`config.mk`:
```
export PLATFORM = sky130hd
export DESIGN_NAME = clock_controller_power_down
export DESIGN_NICKNAME = d
export VERILOG_FILES = /design/src/pkg/clk_ctrl_pkg.sv /design/src/rtl/clock_controller_power_down.sv /design/src/rtl/freq_divider.sv
export SDC_FILE = /design/constraint.sdc
export NUM_CORES = 1
export LEC_CHECK = 0
export ABC_CLOCK_PERIOD_IN_PS = 4500
export BUFFER_PORTS_ARGS = -buffer_cell sky130_fd_sc_hd__buf_4
export CAP_MARGIN = 15
export CORE_MARGIN = 5
export CORE_UTILIZATION = 35
export CTS_BUF_LIST = sky130_fd_sc_hd__clkbuf_8
export DETAILED_ROUTE_END_ITERATION = 8
export GPL_ROUTABILITY_DRIVEN = 1
export PLACE_DENSITY = 0.53
export SLEW_MARGIN = 15
export SYNTH_ARGS = -nofsm -noshare
export SYNTH_HDL_FRONTEND = slang
export SYNTH_SLANG_ARGS = --single-unit
export TNS_END_PERCENT = 1
```
`constraint.sdc`:
```
create_clock -name hclk -period 4.5 [get_ports hclk]
set_input_delay 0 -clock hclk [delete_from_list [all_inputs] [get_ports hclk]]
set_output_delay 0 -clock hclk [all_outputs]
set_load 0.05 [all_outputs]
```
`src/pkg/clk_ctrl_pkg.sv`:
```
// Behaviour
// - power down waits for enable and wfi
// - stay powered down until wake-up, then leave
// - power down stops fast crystal and oscillator
// - five clock sources feed the generator
// - pll reference selects crystal or fast oscillator
// - system clock chosen by select a bits 2:0
// - tick timer uses cpu or external clock
// - external tick source from select a bits 5:3
// - each peripheral clock gated on its own
// - peripheral sources held in select b and c
// - power down stops system and fast clocks
// - slow oscillator and slow crystal keep running
// - rtc clock, and watchdog clock when sourced from lirc, survive power down
// - sixteen stage divider with sixteen way tap
// - output equals input over two power n+1
// - writing run enable one starts counter
// - after run cleared, stop once output low
// - wake-up clears power-down enable automatically
// - wake-up sets flag bit 6, write one clears
`default_nettype none
package clk_ctrl_pkg;
  // ****************************************************************
  // register offsets
  // ****************************************************************
  localparam logic [7:0] OFF_POWER_DOWN_CONTROL = 8'h00;
  localparam logic [7:0] OFF_FAST_BUS_CLOCK_ENABLES = 8'h04;
  localparam logic [7:0] OFF_PERIPHERAL_BUS_CLOCK_ENABLES = 8'h08;
  localparam logic [7:0] OFF_CLOCK_STATUS_MONITOR = 8'h0C;
  localparam logic [7:0] OFF_CLOCK_SOURCE_SELECT_A = 8'h10;
  localparam logic [7:0] OFF_CLOCK_SOURCE_SELECT_B = 8'h14;
  localparam logic [7:0] OFF_CLOCK_DIVIDER_NUMBERS = 8'h18;
  localparam logic [7:0] OFF_CLOCK_SOURCE_SELECT_C = 8'h1C;
  localparam logic [7:0] OFF_PLL_CONTROL = 8'h20;
  localparam logic [7:0] OFF_FREQUENCY_DIVIDER_CONTROL = 8'h24;
  localparam logic [7:0] OFF_IRQ_STATUS = 8'h28;
  localparam logic [7:0] OFF_IRQ_MASK = 8'h2C;
  // ****************************************************************
  // reset values
  // ****************************************************************
  localparam logic [31:0] RST_POWER_DOWN_CONTROL = 32'h0000001F;
  localparam logic [31:0] RST_FAST_BUS_CLOCK_ENABLES = 32'h0000000D;
  localparam logic [31:0] RST_PERIPHERAL_BUS_CLOCK_ENABLES = 32'h00000001;
  localparam logic [31:0] RST_CLOCK_SOURCE_SELECT_A = 32'h0000003F;
  localparam logic [31:0] RST_CLOCK_SOURCE_SELECT_B = 32'hFFFFFFFF;
  localparam logic [31:0] RST_CLOCK_DIVIDER_NUMBERS = 32'h00000000;
  localparam logic [31:0] RST_CLOCK_SOURCE_SELECT_C = 32'h000000F0;
  localparam logic [31:0] RST_PLL_CONTROL = 32'h0005C22E;
  localparam logic [4:0] RST_FREQUENCY_DIVIDER_CONTROL = 5'h00;
  // ****************************************************************
  // field positions
  // ****************************************************************
  localparam int PWR_HXT_EN = 0;
  localparam int PWR_LXT_EN = 1;
  localparam int PWR_HIRC_EN = 2;
  localparam int PWR_LIRC_EN = 3;
  localparam int PWR_WAKE_INT_EN = 5;
  localparam int PWR_WAKEUP_FLAG = 6;
  localparam int PWR_DOWN_ENABLE = 7;
  localparam logic [31:0] PWR_WRITE_MASK = 32'h000000BF;
  localparam int SEL_SYS_LSB = 0;
  localparam int SEL_TICK_LSB = 3;
  localparam int SEL_WDT_LSB = 0;
  localparam int SEL_FRQ_LSB = 2;
  localparam int PLL_REF_BIT = 19;
  localparam int APB_WDT_BIT = 0;
  localparam int APB_RTC_BIT = 1;
  localparam int FRQ_RUN_BIT = 4;
  localparam int IRQ_WAKEUP = 0;
  localparam int IRQ_ENTERED = 1;
  localparam int IRQ_DIV_STOP = 2;
  localparam int IRQ_BITS = 3;
  // ****************************************************************
  // clock sources and select codes
  // ****************************************************************
  localparam int NUM_SRC = 5;
  localparam int SRC_HXT = 0;
  localparam int SRC_LXT = 1;
  localparam int SRC_PLL = 2;
  localparam int SRC_LIRC = 3;
  localparam int SRC_HIRC = 4;
  localparam logic [2:0] CODE_HXT = 3'h0;
  localparam logic [2:0] CODE_LXT = 3'h1;
  localparam logic [2:0] CODE_PLL = 3'h2;
  localparam logic [2:0] CODE_LIRC = 3'h3;
  localparam logic [2:0] CODE_HIRC = 3'h7;
  localparam logic [1:0] WDT_FROM_LIRC = 2'h3;
  localparam logic [1:0] FRQ_FROM_HXT = 2'h0;
  localparam logic [1:0] FRQ_FROM_LXT = 2'h1;
  localparam logic [1:0] FRQ_FROM_SYS = 2'h2;
  localparam int DIV_STAGES = 16;
  localparam int DIV_TAP_W = 4;
  typedef enum logic [0:0] {PM_RUN, PM_DOWN} power_state_t;
endpackage : clk_ctrl_pkg
`default_nettype wire

```
`src/rtl/clock_controller_power_down.sv`:
```
`timescale 1ns/1ps
`default_nettype none
module clock_controller_power_down (
  // clock and reset
  input wire logic hclk,
  input wire logic hresetn,
  // ahb-lite slave
  input wire logic hsel,
  input wire logic [31:0] haddr,
  input wire logic [1:0] htrans,
  input wire logic hwrite,
  input wire logic [2:0] hsize,
  input wire logic [31:0] hwdata,
  input wire logic hready,
  output logic [31:0] hrdata,
  output logic hreadyout,
  output logic hresp,
  // interrupt
  output logic irq,
  // raw clock sources, sampled as levels
  input wire logic crystal_hs_in,
  input wire logic crystal_32k_in,
  input wire logic pll_output_clock,
  input wire logic osc_10k_in,
  input wire logic osc_22m_in,
  // core handshake
  input wire logic cpu_wfi,
  input wire logic tick_use_cpu_clock,
  input wire logic wakeup_event,
  // source enables
  output logic crystal_hs_enable,
  output logic crystal_32k_enable,
  output logic osc_22m_enable,
  output logic osc_10k_enable,
  output logic pll_enable,
  output logic pll_reference_osc,
  // generated clocks
  output logic system_clock,
  output logic core_tick_clock,
  output logic divided_clock_output,
  output logic power_down_active,
  // peripheral clocking
  output logic [31:0] fast_bus_clock_en,
  output logic [31:0] periph_bus_clock_en,
  output logic [31:0] second_clock_source_select,
  output logic [31:0] third_clock_source_select,
  output logic [31:0] clock_divider_value
);
  import clk_ctrl_pkg::*;

  // ****************************************************************
  // declarations
  // ****************************************************************
  localparam int SYNC_W = NUM_SRC + 1;
  localparam int WAKE_IDX = NUM_SRC;

  logic [SYNC_W-1:0] raw_in;
  logic [SYNC_W-1:0] sync1_ff;
  logic [SYNC_W-1:0] sync2_ff;
  logic [NUM_SRC-1:0] live;
  logic frq_src_ff;
  logic frq_src_lvl;
  logic frq_rise;

  logic [31:0] pwr_ff;
  logic [31:0] fast_bus_clock_enables_ff;
  logic [31:0] peripheral_bus_clock_enables_ff;
  logic [31:0] sel_a_ff;
  logic [31:0] sel_b_ff;
  logic [31:0] div_ff;
  logic [31:0] sel_c_ff;
  logic [31:0] pll_ff;
  logic [4:0] frq_ff;
  logic [IRQ_BITS-1:0] irq_status_ff;
  logic [IRQ_BITS-1:0] irq_mask_ff;
  logic [IRQ_BITS-1:0] irq_events;

  power_state_t state_ff;
  logic enter_pd;
  logic leave_pd;
  logic div_stopped;
  logic div_out;

  logic addr_phase;
  logic wr_pend_ff;
  logic rd_pend_ff;
  logic [7:0] addr_ff;
  logic [31:0] rd_word;
  logic [31:0] hrdata_ff;
  logic hreadyout_ff;
  logic irq_ff;

  logic hxt_en_ff;
  logic lxt_en_ff;
  logic hirc_en_ff;
  logic lirc_en_ff;
  logic pll_en_ff;
  logic pll_ref_ff;
  logic sys_clk_ff;
  logic tick_clk_ff;
  logic [31:0] ahb_en_ff;
  logic [31:0] apb_en_ff;

  // ****************************************************************
  // source decode, shared by system and tick muxes
  // ****************************************************************
  function automatic logic pick_source(input logic [2:0] code, input logic [NUM_SRC-1:0] lv);
    logic r;
    r = 1'b0;
    case (code)
      CODE_HXT: r = lv[SRC_HXT];
      CODE_LXT: r = lv[SRC_LXT];
      CODE_PLL: r = lv[SRC_PLL];
      CODE_LIRC: r = lv[SRC_LIRC];
      default: r = lv[SRC_HIRC];
    endcase
    return r;
  endfunction : pick_source

  // ****************************************************************
  // input synchronisers
  // ****************************************************************
  // sampling at hclk aliases sources faster than half its rate; the
  // outputs are a level model of the muxes, not glitch-free clocks
  assign raw_in[SRC_HXT] = crystal_hs_in;
  assign raw_in[SRC_LXT] = crystal_32k_in;
  assign raw_in[SRC_PLL] = pll_output_clock;
  assign raw_in[SRC_LIRC] = osc_10k_in;
  assign raw_in[SRC_HIRC] = osc_22m_in;
  assign raw_in[WAKE_IDX] = wakeup_event;

  genvar gi;
  generate
    for (gi = 0; gi < SYNC_W; gi++) begin : g_sync
      always_ff @(posedge hclk or negedge hresetn) begin
        if (!hresetn) begin
          sync1_ff[gi] <= 1'b0;
          sync2_ff[gi] <= 1'b0;
        end else begin
          sync1_ff[gi] <= raw_in[gi];
          sync2_ff[gi] <= sync1_ff[gi];
        end
      end
    end
  endgenerate

  // the fast sources are dead while powered down; slow ones only follow their enables
  assign live[SRC_HXT] = sync2_ff[SRC_HXT] & hxt_en_ff;
  assign live[SRC_LXT] = sync2_ff[SRC_LXT] & lxt_en_ff;
  assign live[SRC_PLL] = sync2_ff[SRC_PLL] & pll_en_ff;
  assign live[SRC_LIRC] = sync2_ff[SRC_LIRC] & lirc_en_ff;
  assign live[SRC_HIRC] = sync2_ff[SRC_HIRC] & hirc_en_ff;

  // ****************************************************************
  // power-down sequencing
  // ****************************************************************
  assign enter_pd = (state_ff == PM_RUN) && pwr_ff[PWR_DOWN_ENABLE] && cpu_wfi;
  assign leave_pd = (state_ff == PM_DOWN) && sync2_ff[WAKE_IDX];

  always_ff @(posedge hclk or negedge hresetn) begin
    if (!hresetn) begin
      state_ff <= PM_RUN;
    end else begin
      unique case (state_ff)
        PM_RUN: begin
          if (enter_pd) begin
            state_ff <= PM_DOWN;
          end
        end
        PM_DOWN: begin
          if (leave_pd) begin
            state_ff <= PM_RUN;
          end
        end
      endcase
    end
  end

  // ****************************************************************
  // ahb-lite slave: writes zero wait, reads one wait state
  // ****************************************************************
  assign addr_phase = hsel && hready && htrans[1];

  always_ff @(posedge hclk or negedge hresetn) begin
    if (!hresetn) begin
      wr_pend_ff <= 1'b0;
      rd_pend_ff <= 1'b0;
      addr_ff <= 8'h00;
    end else begin
      wr_pend_ff <= addr_phase && hwrite;
      rd_pend_ff <= addr_phase && !hwrite;
      if (addr_phase) begin
        addr_ff <= {haddr[7:2], 2'b00};
      end
    end
  end

  // the wait state lets hrdata, registered in the first data phase cycle, load on the same edge that hreadyout rises
  always_ff @(posedge hclk or negedge hresetn) begin
    if (!hresetn) begin
      hreadyout_ff <= 1'b1;
    end else if (addr_phase && !hwrite) begin
      hreadyout_ff <= 1'b0;
    end else if (rd_pend_ff) begin
      hreadyout_ff <= 1'b1;
    end
  end

  always_comb begin
    rd_word = 32'h00000000;
    case (addr_ff)
      OFF_POWER_DOWN_CONTROL: rd_word = pwr_ff;
      OFF_FAST_BUS_CLOCK_ENABLES: rd_word = fast_bus_clock_enables_ff;
      OFF_PERIPHERAL_BUS_CLOCK_ENABLES: rd_word = peripheral_bus_clock_enables_ff;
      OFF_CLOCK_STATUS_MONITOR: rd_word = {26'h0000000, (state_ff == PM_DOWN),
                                           hirc_en_ff, lirc_en_ff, pll_en_ff,
                                           lxt_en_ff, hxt_en_ff};
      OFF_CLOCK_SOURCE_SELECT_A: rd_word = sel_a_ff;
      OFF_CLOCK_SOURCE_SELECT_B: rd_word = sel_b_ff;
      OFF_CLOCK_DIVIDER_NUMBERS: rd_word = div_ff;
      OFF_CLOCK_SOURCE_SELECT_C: rd_word = sel_c_ff;
      OFF_PLL_CONTROL: rd_word = pll_ff;
      OFF_FREQUENCY_DIVIDER_CONTROL: rd_word = {27'h0000000, frq_ff};
      OFF_IRQ_STATUS: rd_word = {{(32-IRQ_BITS){1'b0}}, irq_status_ff};
      OFF_IRQ_MASK: rd_word = {{(32-IRQ_BITS){1'b0}}, irq_mask_ff};
      default: rd_word = 32'h00000000;
    endcase
  end

  always_ff @(posedge hclk or negedge hresetn) begin
    if (!hresetn) begin
      hrdata_ff <= 32'h00000000;
    end else if (rd_pend_ff) begin
      hrdata_ff <= rd_word;
    end
  end

  // ****************************************************************
  // power control register
  // ****************************************************************
  always_ff @(posedge hclk or negedge hresetn) begin
    if (!hresetn) begin
      pwr_ff <= RST_POWER_DOWN_CONTROL;
    end else begin
      if (wr_pend_ff && addr_ff == OFF_POWER_DOWN_CONTROL) begin
        pwr_ff <= (hwdata & PWR_WRITE_MASK) | (pwr_ff & ~PWR_WRITE_MASK);
        if (hwdata[PWR_WAKEUP_FLAG]) begin
          pwr_ff[PWR_WAKEUP_FLAG] <= 1'b0;
        end
      end
      // hardware wins over a same-cycle software write
      if (leave_pd) begin
        pwr_ff[PWR_DOWN_ENABLE] <= 1'b0;
        pwr_ff[PWR_WAKEUP_FLAG] <= 1'b1;
      end
    end
  end

  // ****************************************************************
  // clock enable, select and divider registers
  // ****************************************************************
  always_ff @(posedge hclk or negedge hresetn) begin
    if (!hresetn) begin
      fast_bus_clock_enables_ff <= RST_FAST_BUS_CLOCK_ENABLES;
      peripheral_bus_clock_enables_ff <= RST_PERIPHERAL_BUS_CLOCK_ENABLES;
      sel_a_ff <= RST_CLOCK_SOURCE_SELECT_A;
      sel_b_ff <= RST_CLOCK_SOURCE_SELECT_B;
      div_ff <= RST_CLOCK_DIVIDER_NUMBERS;
      sel_c_ff <= RST_CLOCK_SOURCE_SELECT_C;
      pll_ff <= RST_PLL_CONTROL;
      frq_ff <= RST_FREQUENCY_DIVIDER_CONTROL;
    end else if (wr_pend_ff) begin
      case (addr_ff)
        OFF_FAST_BUS_CLOCK_ENABLES: fast_bus_clock_enables_ff <= hwdata;
        OFF_PERIPHERAL_BUS_CLOCK_ENABLES: peripheral_bus_clock_enables_ff <= hwdata;
        OFF_CLOCK_SOURCE_SELECT_A: sel_a_ff <= hwdata;
        OFF_CLOCK_SOURCE_SELECT_B: sel_b_ff <= hwdata;
        OFF_CLOCK_DIVIDER_NUMBERS: div_ff <= hwdata;
        OFF_CLOCK_SOURCE_SELECT_C: sel_c_ff <= hwdata;
        OFF_PLL_CONTROL: pll_ff <= hwdata;
        OFF_FREQUENCY_DIVIDER_CONTROL: frq_ff <= hwdata[4:0];
        default: ;
      endcase
    end
  end

  // ****************************************************************
  // interrupt status and mask
  // ****************************************************************
  assign irq_events[IRQ_WAKEUP] = leave_pd && pwr_ff[PWR_WAKE_INT_EN];
  assign irq_events[IRQ_ENTERED] = enter_pd;
  assign irq_events[IRQ_DIV_STOP] = div_stopped;

  // a read clears the status; an event in that same cycle survives
  always_ff @(posedge hclk or negedge hresetn) begin
    if (!hresetn) begin
      irq_status_ff <= '0;
    end else if (rd_pend_ff && addr_ff == OFF_IRQ_STATUS) begin
      irq_status_ff <= irq_events;
    end else begin
      irq_status_ff <= irq_status_ff | irq_events;
    end
  end

  always_ff @(posedge hclk or negedge hresetn) begin
    if (!hresetn) begin
      irq_mask_ff <= '0;
    end else if (wr_pend_ff && addr_ff == OFF_IRQ_MASK) begin
      irq_mask_ff <= hwdata[IRQ_BITS-1:0];
    end
  end

  always_ff @(posedge hclk or negedge hresetn) begin
    if (!hresetn) begin
      irq_ff <= 1'b0;
    end else begin
      irq_ff <= |(irq_status_ff & irq_mask_ff);
    end
  end

  // ****************************************************************
  // source enables and peripheral gating
  // ****************************************************************
  always_ff @(posedge hclk or negedge hresetn) begin
    if (!hresetn) begin
      hxt_en_ff <= 1'b0;
      lxt_en_ff <= 1'b0;
      hirc_en_ff <= 1'b0;
      lirc_en_ff <= 1'b0;
      pll_en_ff <= 1'b0;
      pll_ref_ff <= 1'b0;
      ahb_en_ff <= 32'h00000000;
      apb_en_ff <= 32'h00000000;
    end else begin
      hxt_en_ff <= pwr_ff[PWR_HXT_EN] && (state_ff == PM_RUN);
      hirc_en_ff <= pwr_ff[PWR_HIRC_EN] && (state_ff == PM_RUN);
      lxt_en_ff <= pwr_ff[PWR_LXT_EN];
      lirc_en_ff <= pwr_ff[PWR_LIRC_EN];
      pll_en_ff <= (state_ff == PM_RUN);
      pll_ref_ff <= pll_ff[PLL_REF_BIT];
      ahb_en_ff <= (state_ff == PM_RUN) ? fast_bus_clock_enables_ff : 32'h00000000;
      if (state_ff == PM_RUN) begin
        apb_en_ff <= peripheral_bus_clock_enables_ff;
      end else begin
        apb_en_ff <= 32'h00000000;
        apb_en_ff[APB_WDT_BIT] <= peripheral_bus_clock_enables_ff[APB_WDT_BIT] &&
            (sel_b_ff[SEL_WDT_LSB +: 2] == WDT_FROM_LIRC);
        apb_en_ff[APB_RTC_BIT] <= peripheral_bus_clock_enables_ff[APB_RTC_BIT];
      end
    end
  end

  // ****************************************************************
  // system, tick and divider source muxes
  // ****************************************************************
  always_ff @(posedge hclk or negedge hresetn) begin
    if (!hresetn) begin
      sys_clk_ff <= 1'b0;
      tick_clk_ff <= 1'b0;
    end else if (state_ff == PM_DOWN) begin
      sys_clk_ff <= 1'b0;
      tick_clk_ff <= 1'b0;
    end else begin
      sys_clk_ff <= pick_source(sel_a_ff[SEL_SYS_LSB +: 3], live);
      tick_clk_ff <= tick_use_cpu_clock ? pick_source(sel_a_ff[SEL_SYS_LSB +: 3], live)
                                        : pick_source(sel_a_ff[SEL_TICK_LSB +: 3], live);
    end
  end

  always_comb begin
    frq_src_lvl = live[SRC_HIRC];
    case (sel_c_ff[SEL_FRQ_LSB +: 2])
      FRQ_FROM_HXT: frq_src_lvl = live[SRC_HXT];
      FRQ_FROM_LXT: frq_src_lvl = live[SRC_LXT];
      FRQ_FROM_SYS: frq_src_lvl = sys_clk_ff;
      default: frq_src_lvl = live[SRC_HIRC];
    endcase
  end

  always_ff @(posedge hclk or negedge hresetn) begin
    if (!hresetn) begin
      frq_src_ff <= 1'b0;
    end else begin
      frq_src_ff <= frq_src_lvl;
    end
  end

  assign frq_rise = frq_src_lvl && !frq_src_ff;

  freq_divider #(
    .STAGES(DIV_STAGES),
    .TAP_W(DIV_TAP_W)
  ) u_divider (
    .hclk(hclk),
    .hresetn(hresetn),
    .src_rise(frq_rise),
    .run_enable(frq_ff[FRQ_RUN_BIT]),
    .tap_select(frq_ff[DIV_TAP_W-1:0]),
    .divided_out(div_out),
    .stopped_pulse(div_stopped)
  );

  // ****************************************************************
  // outputs
  // ****************************************************************
  assign hrdata = hrdata_ff;
  assign hreadyout = hreadyout_ff;
  assign hresp = 1'b0;
  assign irq = irq_ff;
  assign crystal_hs_enable = hxt_en_ff;
  assign crystal_32k_enable = lxt_en_ff;
  assign osc_22m_enable = hirc_en_ff;
  assign osc_10k_enable = lirc_en_ff;
  assign pll_enable = pll_en_ff;
  assign pll_reference_osc = pll_ref_ff;
  assign system_clock = sys_clk_ff;
  assign core_tick_clock = tick_clk_ff;
  assign divided_clock_output = div_out;
  assign power_down_active = (state_ff == PM_DOWN);
  assign fast_bus_clock_en = ahb_en_ff;
  assign periph_bus_clock_en = apb_en_ff;
  assign second_clock_source_select = sel_b_ff;
  assign third_clock_source_select = sel_c_ff;
  assign clock_divider_value = div_ff;
endmodule : clock_controller_power_down
`default_nettype wire

```
`src/rtl/freq_divider.sv`:
```
`timescale 1ns/1ps
`default_nettype none
module freq_divider #(
  parameter int STAGES = clk_ctrl_pkg::DIV_STAGES,
  parameter int TAP_W = clk_ctrl_pkg::DIV_TAP_W
) (
  // clock and reset
  input wire logic hclk,
  input wire logic hresetn,
  // control
  input wire logic src_rise,
  input wire logic run_enable,
  input wire logic [TAP_W-1:0] tap_select,
  // result
  output logic divided_out,
  output logic stopped_pulse
);
  import clk_ctrl_pkg::*;

  generate
    if ((2 ** TAP_W) != STAGES) begin : g_bad_size
      $error("freq_divider: tap select width must address every stage");
    end
  endgenerate

  logic [STAGES-1:0] chain_ff;
  logic out_ff;
  logic stop_ff;
  logic run_ff;
  logic active;
  logic [STAGES-1:0] nxt_chain;

  // counter keeps running while enabled, or until the tap falls low
  assign active = run_enable | out_ff;
  assign nxt_chain = (src_rise && active) ? chain_ff + {{(STAGES-1){1'b0}}, 1'b1} : chain_ff;

  // ****************************************************************
  // chained divide-by-two stages
  // ****************************************************************
  always_ff @(posedge hclk or negedge hresetn) begin
    if (!hresetn) begin
      chain_ff <= '0;
    end else begin
      chain_ff <= nxt_chain;
    end
  end

  // bit n of a binary count toggles every 2^n input rises, a period of 2^(n+1) input cycles
  always_ff @(posedge hclk or negedge hresetn) begin
    if (!hresetn) begin
      out_ff <= 1'b0;
    end else begin
      out_ff <= active ? nxt_chain[tap_select] : 1'b0;
    end
  end

  always_ff @(posedge hclk or negedge hresetn) begin
    if (!hresetn) begin
      stop_ff <= 1'b0;
      run_ff <= 1'b0;
    end else begin
      // pulse when the counter halts, even if the tap was already low
      run_ff <= active;
      stop_ff <= run_ff && !active;
    end
  end

  assign divided_out = out_ff;
  assign stopped_pulse = stop_ff;
endmodule : freq_divider
`default_nettype wire

```
* After elaboration in Yosys (flattened, before gate mapping) *
Index checks and enable logic that the tools add are counted.

word-level totals
  input port bits = 82
  flip-flop bits (word level) = 414
  latch bits = 0
  memories = 0
  memory bits (read-only) = 0
  bits in writable memories = 0
  logic and storage cells = 135
  output and inout port bits = 205

operators by class
  multipliers = 0
  multiplexer cells = 22
  shifts and indexed selects = 0
  equal/unequal tests = 20
  add/subtract/negate cells = 1
  divide/modulo/power cells = 0
  reduce and logical (&&, ||, !) cells = 35
  bitwise logic cells = 10
  $lt $le $gt $ge = 1

operator list
  operator                 number
  $pmux W32 S12            1
  $mux W32                 2
  $or A8 B32 Y32           1
  $eq A6 B3 Y1 const B     4
  $eq A6 B4 Y1 const B     4
  $logic_and A1 B1 Y1      17
  $add A16 B1 Y16 const B  1
  $mux W16                 1
  $reduce_and A2 Y1        8
  $eq A3 B2 Y1 const B     4
  $eq A6 B2 Y1 const B     2
  $mux W1                  10
  $logic_not A8 Y1         1
  $mux W8                  1
  $pmux W1 S4              2
  $eq A3 B1 Y1 const B     2
  $eq A6 B1 Y1 const B     1
  $logic_not A3 Y1         2
  $and A1 B1 Y1            5
  $lt A4 B5 Y1 const B     1
  $bmux W1 S4              1
  $eq A2 B2 Y1 const B     2
  $reduce_bool A2 Y1       2
  $and A3 B3 Y3            1
  other kinds (11)         13

* Logic depth before layout (Yosys ltp) *
Gate-level depths: netlist of run 1.

  depth after elaboration = 8
  depth in mapped cells = 10
  mapped depth without buffers = 8

* Cells and area by module *
A second synthesis of run 1 with hierarchy kept.

unflattened totals
  cells, all modules = 1,189
  area total of the unflattened synthesis = 16,535.9 µm²

modules (own cells, without submodules)
  module                       instances  cells an instance  seq. area each (µm²)  area an instance (µm²)
  clock_controller_power_down  1          1,086              9,360.2               15,469.8
  freq_divider                 1          103                475.5                 1,066.0

* Least setup slack after synthesis of run 1 *
No wires, ideal clock.

  path type = register to register
  from = register sel_c_ff[2] (netlist: third_clock_source_select[2])
  to = register u_divider.out_ff (netlist: u_divider.divided_out)
  library setup time = 134 ps
  arrival time = 2,642 ps
  period minus slack after synthesis = 2,776 ps
  required time = 4,366 ps
  stages on the path, launching flop included = 7
  path buffers = 0
  setup slack = 1,724 ps
  path through = dfrtp_1 mux4_2 or4_1 xnor2_2 mux4_1 nand2_1 a22oi_2

between the ends
  word-level cells in the longest chain between the ends = 8
  elaborated cells between the ends (all ways) = 10
  those cells by class = 2 x eq/ne; 5 x mux; 3 x reduce/logical

RTL lines
  what                                        line                                source
  start, declared                             clock_controller_power_down.sv:71   logic [31:0] sel_c_ff;
  start signal, assigned                      clock_controller_power_down.sv:279  OFF_CLOCK_SOURCE_SELECT_C: sel_c_ff <= hwdata;
  $eq A2 B2 Y1, or another cell as far along  clock_controller_power_down.sv:372  case (sel_c_ff[SEL_FRQ_LSB +: 2])
  $pmux W1 S3 *                               clock_controller_power_down.sv:372
  $logic_and A1 B1 Y1 *                       clock_controller_power_down.sv:388  assign frq_rise = frq_src_lvl && !frq_src_ff;
  $logic_and A1 B1 Y1 *                       freq_divider.sv:35                  assign nxt_chain = (src_rise && active) ? chain_ff + {{(STAGES-1){1'b0}}, 1'b1} : chain_ff;
  $mux W16 *                                  freq_divider.sv:35
  named net u_divider.nxt_chain[5]            freq_divider.sv:31                  logic [STAGES-1:0] nxt_chain;
  $bmux W1 S4 *                               freq_divider.sv:53                  out_ff <= active ? nxt_chain[tap_select] : 1'b0;
  $mux W1 (not written as such) *             freq_divider.sv:53
  $mux W1 *                                   freq_divider.sv:53
  end signal, assigned                        freq_divider.sv:53
  end, declared                               freq_divider.sv:27                  logic out_ff;

Mark *: on every way through the listed nets, which the timed path passes. The rest lies on a longest branch. The select of a mux whose other input is x is not followed.
A chain may end at the register's enable or synchronous reset.

* Final worst setup path of run 1 *
  from = register addr_ff[4]
  to = register fast_bus_clock_enables_ff[25]

between the ends
  word-level cells in the longest chain between the ends = 2

RTL lines
  what                                line                                source
  start, declared                     clock_controller_power_down.sv:87   logic [7:0] addr_ff;
  start signal, assigned              clock_controller_power_down.sv:193  addr_ff <= {haddr[7:2], 2'b00};
  $eq A6 B1 Y1                        clock_controller_power_down.sv:273  case (addr_ff)
  $reduce_and A2 Y1 (no source line)  -
  end signal, assigned                clock_controller_power_down.sv:274  OFF_FAST_BUS_CLOCK_ENABLES: fast_bus_clock_enables_ff <= hwdata;
  end, declared                       clock_controller_power_down.sv:66   logic [31:0] fast_bus_clock_enables_ff;

No other way between the ends.

==> results.yml, run 1 <==
run_status:
  outcome: "finished clean"
clock_network:
  postCtsResizedCells: 0
  htreeDepth: 3
  clk-insertion-delay-late_ns: 0.63
  path_clk_slew_ns: 0.06
  clockRootBuffer: "clkbuf_8"
  cts_tree: "done"
  clock_path_buffers: 3
  cts.sinks: 390
  cts_made_buffers: 71
sta:
  finClkSkew_ns: 0.0252
  setup-tns-final_ns: 0
  relSlewSlack_pct: 23.1
  rsz0062_at_grt: "false"
  setup_viol: 0
  period_needed_ns: 2.76
  fmax_mhz: 362
  worst_slack_ns: 1.74
  max_slew.worst_pin.slew_ns: 1.15
  drv_slew: 0
  finalHoldViolations: 0
  fin_crit_sh_pct: 61.4
final_layout:
  drive_gt1_share_pct: 46.1
  insertedDiodeCount: 0
  seq_area_sq_um: 9840
  multi_input_area_sq_um: 5660
  fill_cells: 4200
  finalNetCount: 1570
  syn2layout_area_growth_pct: 28.9
worst_setup_path:
  arrival_ns: 3.27
  r2r_slack_ns: 1.74
  worstPathRequired_ns: 5.01
  r2r-start: "addr_ff[4]"
  cp-start-kind: "register"
  critical_path_class: "reg2reg"
  path_max_fanout: 22
  crit_end: "fast_bus_clock_enables_ff[25]"
  worstSetupStartpoint: "addr_ff[4]"
  crit_path_end_kind: "register"
  reg2reg_depth: 6
  r2r_end: "fast_bus_clock_enables_ff[25]"
synth:
  synthArstFlopShare_pct: 100
  synth_cells: 1151
  syn_nets: 1234
  yosysMostFrequentCell: "dfrtp_1"
  yosysTopAreaCell: "dfrtp_1"
  synth-seq-cells: 390
  synth_common_cells: "dfrtp_1 (329), mux2_2 (251), nor2b_1 (68)"
  synthTopCellsByArea: "dfrtp_1 (52%), mux2_2 (18%), dfstp_2 (10%)"
  synthFlopType: "dfrtp_1"
  postSynthAreaPerCell_sq_um: 13.8
  synth_warnings: 0
  synth_seq_area_share_pct: 62.0
  synth_top_area_share_pct: 51.9
  synth_area_sq_um: 15900
  synth.distinct_cells: 58
  synth_edf_count: 0
pwr:
  power_density_nw_per_um2: 463
  ir_worst_vdd_uv: 217
  p_leak_nw: 8.95
detailed_routing:
  drc: 0
  num_vias: 11100
  drt_first_pass_iters: 8
  viasPerCell: 5.18
  routed_wirelength_microns: 50400
  dr.first_iter.drc_count: 866
  ant_nets: 0
  wl_per_cell_microns: 23.5
place:
  place.port_buffers: 255
  routabilityCongestion: 0.808
  hpwl_microns: 30400
  place_ws_ns: 1.71
die:
  die_h_microns: 223
  core.rowCount: 78
  start_util_pct: 35.2
  dieArea_sq_um: 49700
  core_area_sq_um: 45100
  fp.dieW_microns: 223
  pin_count: 287
grt:
  grt_antenna_before_repair: 0
  grt_pass1_wl_microns: 76500
  grt_usage_pct: 20.2
  grt_max_degree: 132
  grt_pass1_vias: 11800
  overflow: 0
worst_hold_path:
  holdCritPathClass: "in2reg"
run:
  maxCapViolCount: 0
[sequential cells by signal, summed over array words and instances, names as in the netlist, 5 cells and up]
signal / cells
addr_ff: 6
clock_divider_value: 32
fast_bus_clock_en: 32
fast_bus_clock_enables_ff: 32
frq_ff: 5
hrdata: 32
periph_bus_clock_en: 32
peripheral_bus_clock_enables_ff: 32
pll_ff: 32
pwr_ff: 8
second_clock_source_select: 32
sel_a_ff: 32
sync1_ff: 6
sync2_ff: 6
third_clock_source_select: 32
u_divider.chain_ff: 16
[worst min-delay path by stage]
stage | depth (start not counted) | slack (ns) | startpoint | end
2_1_floorplan | 0 | -0.30 | hresetn | addr_ff[2]
3_3_place_gp | 1 | 0.05 | hresetn | peripheral_bus_clock_enables_ff[1]
3_5_place_dp | 1 | 0.06 | hresetn | peripheral_bus_clock_enables_ff[1]
4_1_cts | 2 | 0.004 | wakeup_event | sync1_ff[5]
5_1_grt | 2 | 0.04 | wakeup_event | sync1_ff[5]
6_report | 2 | 0.1 | wakeup_event | sync1_ff[5]
[power breakdown]
group	total (W)	switching, W	leakage, nW	internal, W
Clock	0.00316	0.00147	0.811	0.00169
Sequential	0.00426	0.000291	4.61	0.00397
Combinational	0.00204	0.00133	3.53	0.000711
Total	0.00946	0.00309	8.95	0.00637
[kinds of logic after synthesis]
logic type / count (synthesis) / share of synthesized area [%]
DFF: 390 / 62.0
buffers and inverters: 111 / 2.67
and+or+nand+nor: 207 / 7.17
other: 1 / 0.0237
muxes: 264 / 19.2
adders and majority gates: 1 / 0.0789
xor gates and xnor gates: 14 / 0.868
AOI/OAI and AO/OA: 163 / 7.91
[layout by cell type, fill, tap and decap left out, types with 5 or more instances in the layout]
cell type	netlist	routed
nor3_1	12	10
buf_4	1	273
nand2_1	34	26
nand2_2	0	8
dfrtp_1	329	327
xnor2_1	9	9
nand3_1	11	11
nor2_1	26	21
nor2b_1	68	68
nand4_1	7	7
nor2_4	0	5
dlygate4sd3_1	0	56
and3_1	30	30
a222oi_1	25	25
mux2i_1	6	6
dfstp_2	61	61
a22oi_1	66	66
mux4_2	5	5
mux2_2	251	251
a21oi_1	7	7
clkbuf_8	0	84
o22ai_1	34	34
inv_1	40	75
[stage by stage]
| stage | instances | instance area (sq um) | hold slack (ns) | util [%] | power [W] |
|---|---|---|---|---|---|
| detailed placement | 1957 | 18500 | 0.0621 | 41.1 | 0.00633 |
| global route | 2141 | 20400 | 0.0388 | 45.3 | 0.00989 |
| floorplan | 1151 | 15900 | -0.296 | - | 0.00553 |
| global placement | 1957 | 18500 | 0.0538 | 41.1 | 0.00631 |
| CTS | 2141 | 20400 | 0.00403 | 45.3 | 0.00961 |
| finish | 2141 | 20400 | 0.0967 | 45.3 | 0.00946 |
[critical path: stages, from the launching register on]
cell and delay, ns:
dfrtp_1 0.42, nor3_1 0.31, nand2b_1 0.41, nor2_4 0.23, nand2_2 0.52, buf_4 0.47
mux2_2 0.29
[area by class of cell]
type	count	area share (%)
Multi-Input combinational cell	650	27.7
Clock inverter	43	0.894
Clock buffer	84	5.66
Timing Repair Buffer	333	13.2
Sequential cell	390	48.1
Tap cell	600	3.67
Inverter	41	0.753
[per-layer routing]
metal / part of all wire, % / vias up / wire length, microns / GRT usage (%)
met4: 1.9 / 0 / 960 / 5.34
met2: 47 / 334 / 23500 / 31.6
met5: 0 / - / 0 / 0
met1: 44 / 5800 / 22000 / 27.2
met3: 7.8 / 78 / 3940 / 6.63
li1: - / 4881 / - / -
[timing repair]
| item | 4_1_cts | 5_1_grt |
|---|---|---|
| hold buffers | 57 | 0 |
| endpoints found under the setup margin | 0 | 0 |
| endpoints found under the hold margin | 402 | 0 |
| setup buffers | 0 | 0 |
Note: power is estimated with default switching activity, not from simulation.
==> run 2, diff against run 1 <==
--- a/config.mk
+++ b/config.mk
@@ -5,7 +5,7 @@
 export SDC_FILE = /design/constraint.sdc
 export NUM_CORES = 1
 export LEC_CHECK = 0
-export ABC_CLOCK_PERIOD_IN_PS = 4500
+export ABC_CLOCK_PERIOD_IN_PS = 2200
 export BUFFER_PORTS_ARGS = -buffer_cell sky130_fd_sc_hd__buf_4
 export CAP_MARGIN = 15
 export CORE_MARGIN = 5
@@ -13,7 +13,7 @@
 export CTS_BUF_LIST = sky130_fd_sc_hd__clkbuf_8
 export DETAILED_ROUTE_END_ITERATION = 8
 export GPL_ROUTABILITY_DRIVEN = 1
-export PLACE_DENSITY = 0.53
+export PLACE_DENSITY = 0.55
 export SLEW_MARGIN = 15
 export SYNTH_ARGS = -nofsm -noshare
 export SYNTH_HDL_FRONTEND = slang
==> constraint.sdc (replaced) <==
create_clock -name hclk -period 2.2 [get_ports hclk]
set_input_delay 0 -clock hclk [delete_from_list [all_inputs] [get_ports hclk]]
set_output_delay 0 -clock hclk [all_outputs]
set_load 0.05 [all_outputs]
==> run 2 against run 1 <==
  * The flow now finishes with violations (negative setup slack)
  * Non-clock buffer count increased by 60
  * Core utilization increased by 1.6 points
  * Sequential power increased by 110%
  * Worst setup slack got worse by 2.0 ns
  * Final cell count increased by 2.9%
  * Combinational power increased by 110%
  * Die area unchanged
  * Critical path depth increased by 1
  * Critical path type unchanged
  * Largest cell class unchanged
==> results.yml, run 2 (same netlist as run 1, synthesis figures left out) <==
worst_setup_path:
  path_max_fanout: 7
  cp-start-kind: "register"
  cp_top_family: "multiplexers"
  worstSetupStartpoint: "osc_22m_enable"
  r2r_end: "u_divider.divided_out"
  reg2reg_depth: 7
  critical_path_class: "reg2reg"
  critPathMostFrequentCell: "mux4_2"
  slowest_delay_ns: 0.58
  cp.depth: 7
  r2r_slack_ns: -0.23
  path_buf_inv: 0
  r2r-start: "osc_22m_enable"
  crit_path_cell_trace: "nand2_1 -> mux4_2 -> or4b_4 -> xnor2_2 -> mux4_2 -> nand2_2 -> a22oi_2"
  worstPathRequired_ns: 2.68
  arrival_ns: 2.91
  crit_path_end_kind: "register"
  slowest_stage: "or4b_4"
  crit_end: "u_divider.divided_out"
grt:
  grt_usage_pct: 20.4
  use_met2_pct: 32.3
  overflow: 0
  use_met3_pct: 5.62
  grt_pass1_wl_microns: 77600
  grt_antenna_before_repair: 2
  grt_use_met1_pct: 27.6
  grt_pass1_vias: 12300
  grt_max_degree: 82
  top_usage_layer: "met2"
run_status:
  violations: "negative setup slack"
  outcome: "finished with violations"
pwr:
  p_sw_share_pct: 32.2
  seqPwrFrac_pct: 43.6
  ir_worst_vdd_uv: 523
  power_density_nw_per_um2: 948
  power_frac_comb_pct: 21.7
  switchingPower_w: 0.00645
  p_int_w: 0.0136
  p_leak_nw: 9.32
  clockPowerShare_pct: 34.7
clock_network:
  cts.sinks: 390
  path_clk_slew_ns: 0.06
  clockRootBuffer: "clkbuf_8"
  cts_tree: "done"
  clock_path_buffers: 3
  htreeDepth: 3
  clk-insertion-delay-late_ns: 0.63
  cts_made_buffers: 70
sta:
  drv_slew: 0
  rsz0062_at_grt: "true"
  holdWs_ns: 0.0529
  fin_crit_sh_pct: 110
  period_needed_ns: 2.43
  fmax_mhz: 412
  relSlewSlack_pct: 57.4
  finClkSkew_ns: 0.0299
  setup_viol: 1
  worst_slack_ns: -0.225
  max_slew.worst_pin.slew_ns: 0.639
  finalHoldViolations: 0
die:
  start_util_pct: 35.2
  core_area_sq_um: 45100
  dieArea_sq_um: 49700
  fp.dieW_microns: 223
  core.rowCount: 78
  pin_count: 287
  die_h_microns: 223
detailed_routing:
  ant_nets: 0
  viasPerCell: 5.15
  dr.first_iter.drc_count: 855
  drt_first_pass_iters: 5
  wl_per_cell_microns: 23.2
  num_vias: 11300
  routed_wirelength_microns: 51100
  drc: 0
final_layout:
  finalNetCount: 1629
  syn2layout_area_growth_pct: 33.5
  drive_gt1_share_pct: 49.3
  fin_util_pct: 46.9
  final_cell_mix: "dfrtp_1 (322), buf_4 (322), mux2_2 (251), clkbuf_8 (86), inv_1 (70)"
place:
  place.port_buffers: 255
  hpwl_microns: 33500
  routabilityCongestion: 0.825
worst_hold_path:
  holdCritPathClass: "in2reg"
run:
  maxCapViolCount: 0
-- run 2: changes by cell type in the layout (fill, tap and decap cells not counted), moves of 2 or more --
cell,previous run,this run
inv_1,75,70
buf_4,273,322
buf_12,2,11
clkinv_2,4,6
bufinv_16,0,3
dfrtp_1,327,322
nor3_1,10,8
nand2_1,26,23
nand2_2,8,11
clkbuf_8,84,86
dfrtp_2,1,6
-- run 2: what timing repair did --
| action | 4_1_cts | 5_1_grt |
|---|---|---|
| hold buffers | 58 | 0 |
| endpoints found under the hold margin | 597 | 0 |
| setup endpoints to repair | 1 | 99 |
| pin swaps | 0 | 2 |
| gates resized for setup | 0 | 6 |
| setup buffers | 0 | 4 |
-- run 2: how the worst min path moves through the flow --
stage,from,to,slack [ns],cells past startpoint
2_1_floorplan,hresetn,addr_ff[2],-0.30,0
3_3_place_gp,hresetn,sync1_ff[3],-0.007,1
3_5_place_dp,hresetn,sync1_ff[3],-0.005,1
4_1_cts,crystal_32k_in,sync1_ff[1],0.003,2
5_1_grt,crystal_32k_in,sync1_ff[1],0.009,2
6_report,crystal_32k_in,sync1_ff[1],0.05,2
-- run 2: cell type report --
class	count	area, sq um
Fill cell	4148	23900
Sequential cell	390	9850
Multi-Input combinational cell	650	5690
Timing Repair Buffer	393	3260
Clock buffer	86	1180
Tap cell	600	751
Clock inverter	43	264
Inverter	41	158
Antenna cell	1	2.50
-- run 2: metrics by stage --
| step | worst slack, ns | TNS [ns] | instance area (sq um) | instances | total power (W) |
|---|---|---|---|---|---|
| 2_1_floorplan | -0.332 | -0.332 | 15900 | 1151 | 0.0113 |
| 3_3_place_gp | -0.167 | -0.167 | 19100 | 2012 | 0.0131 |
| 3_5_place_dp | -0.198 | -0.198 | 19100 | 2012 | 0.0131 |
| 4_1_cts | -0.217 | -0.217 | 21100 | 2199 | 0.0203 |
| 5_1_grt | -0.299 | -0.335 | 21200 | 2204 | 0.0210 |
| 6_report | -0.225 | -0.225 | 21200 | 2204 | 0.0201 |
-- run 2: layer usage --
| metal | vias to the layer above | wire, microns |
|---|---|---|
| met3 | 82 | 3320 |
| met1 | 5913 | 22600 |
| met5 | - | 11 |
| met2 | 357 | 24100 |
| met4 | 2 | 1040 |
| li1 | 4993 | - |
-- run 2: power groups by stage --
stage | Sequential, W | Combinational [W] | Clock [W]
5_1_grt | 0.00883 | 0.00462 | 0.00755
4_1_cts | 0.00874 | 0.00438 | 0.00721
3_5_place_dp | 0.00884 | 0.00426 | 0
3_3_place_gp | 0.00885 | 0.00422 | 0
6_report | 0.00874 | 0.00435 | 0.00696
2_1_floorplan | 0.0101 | 0.00119 | 0
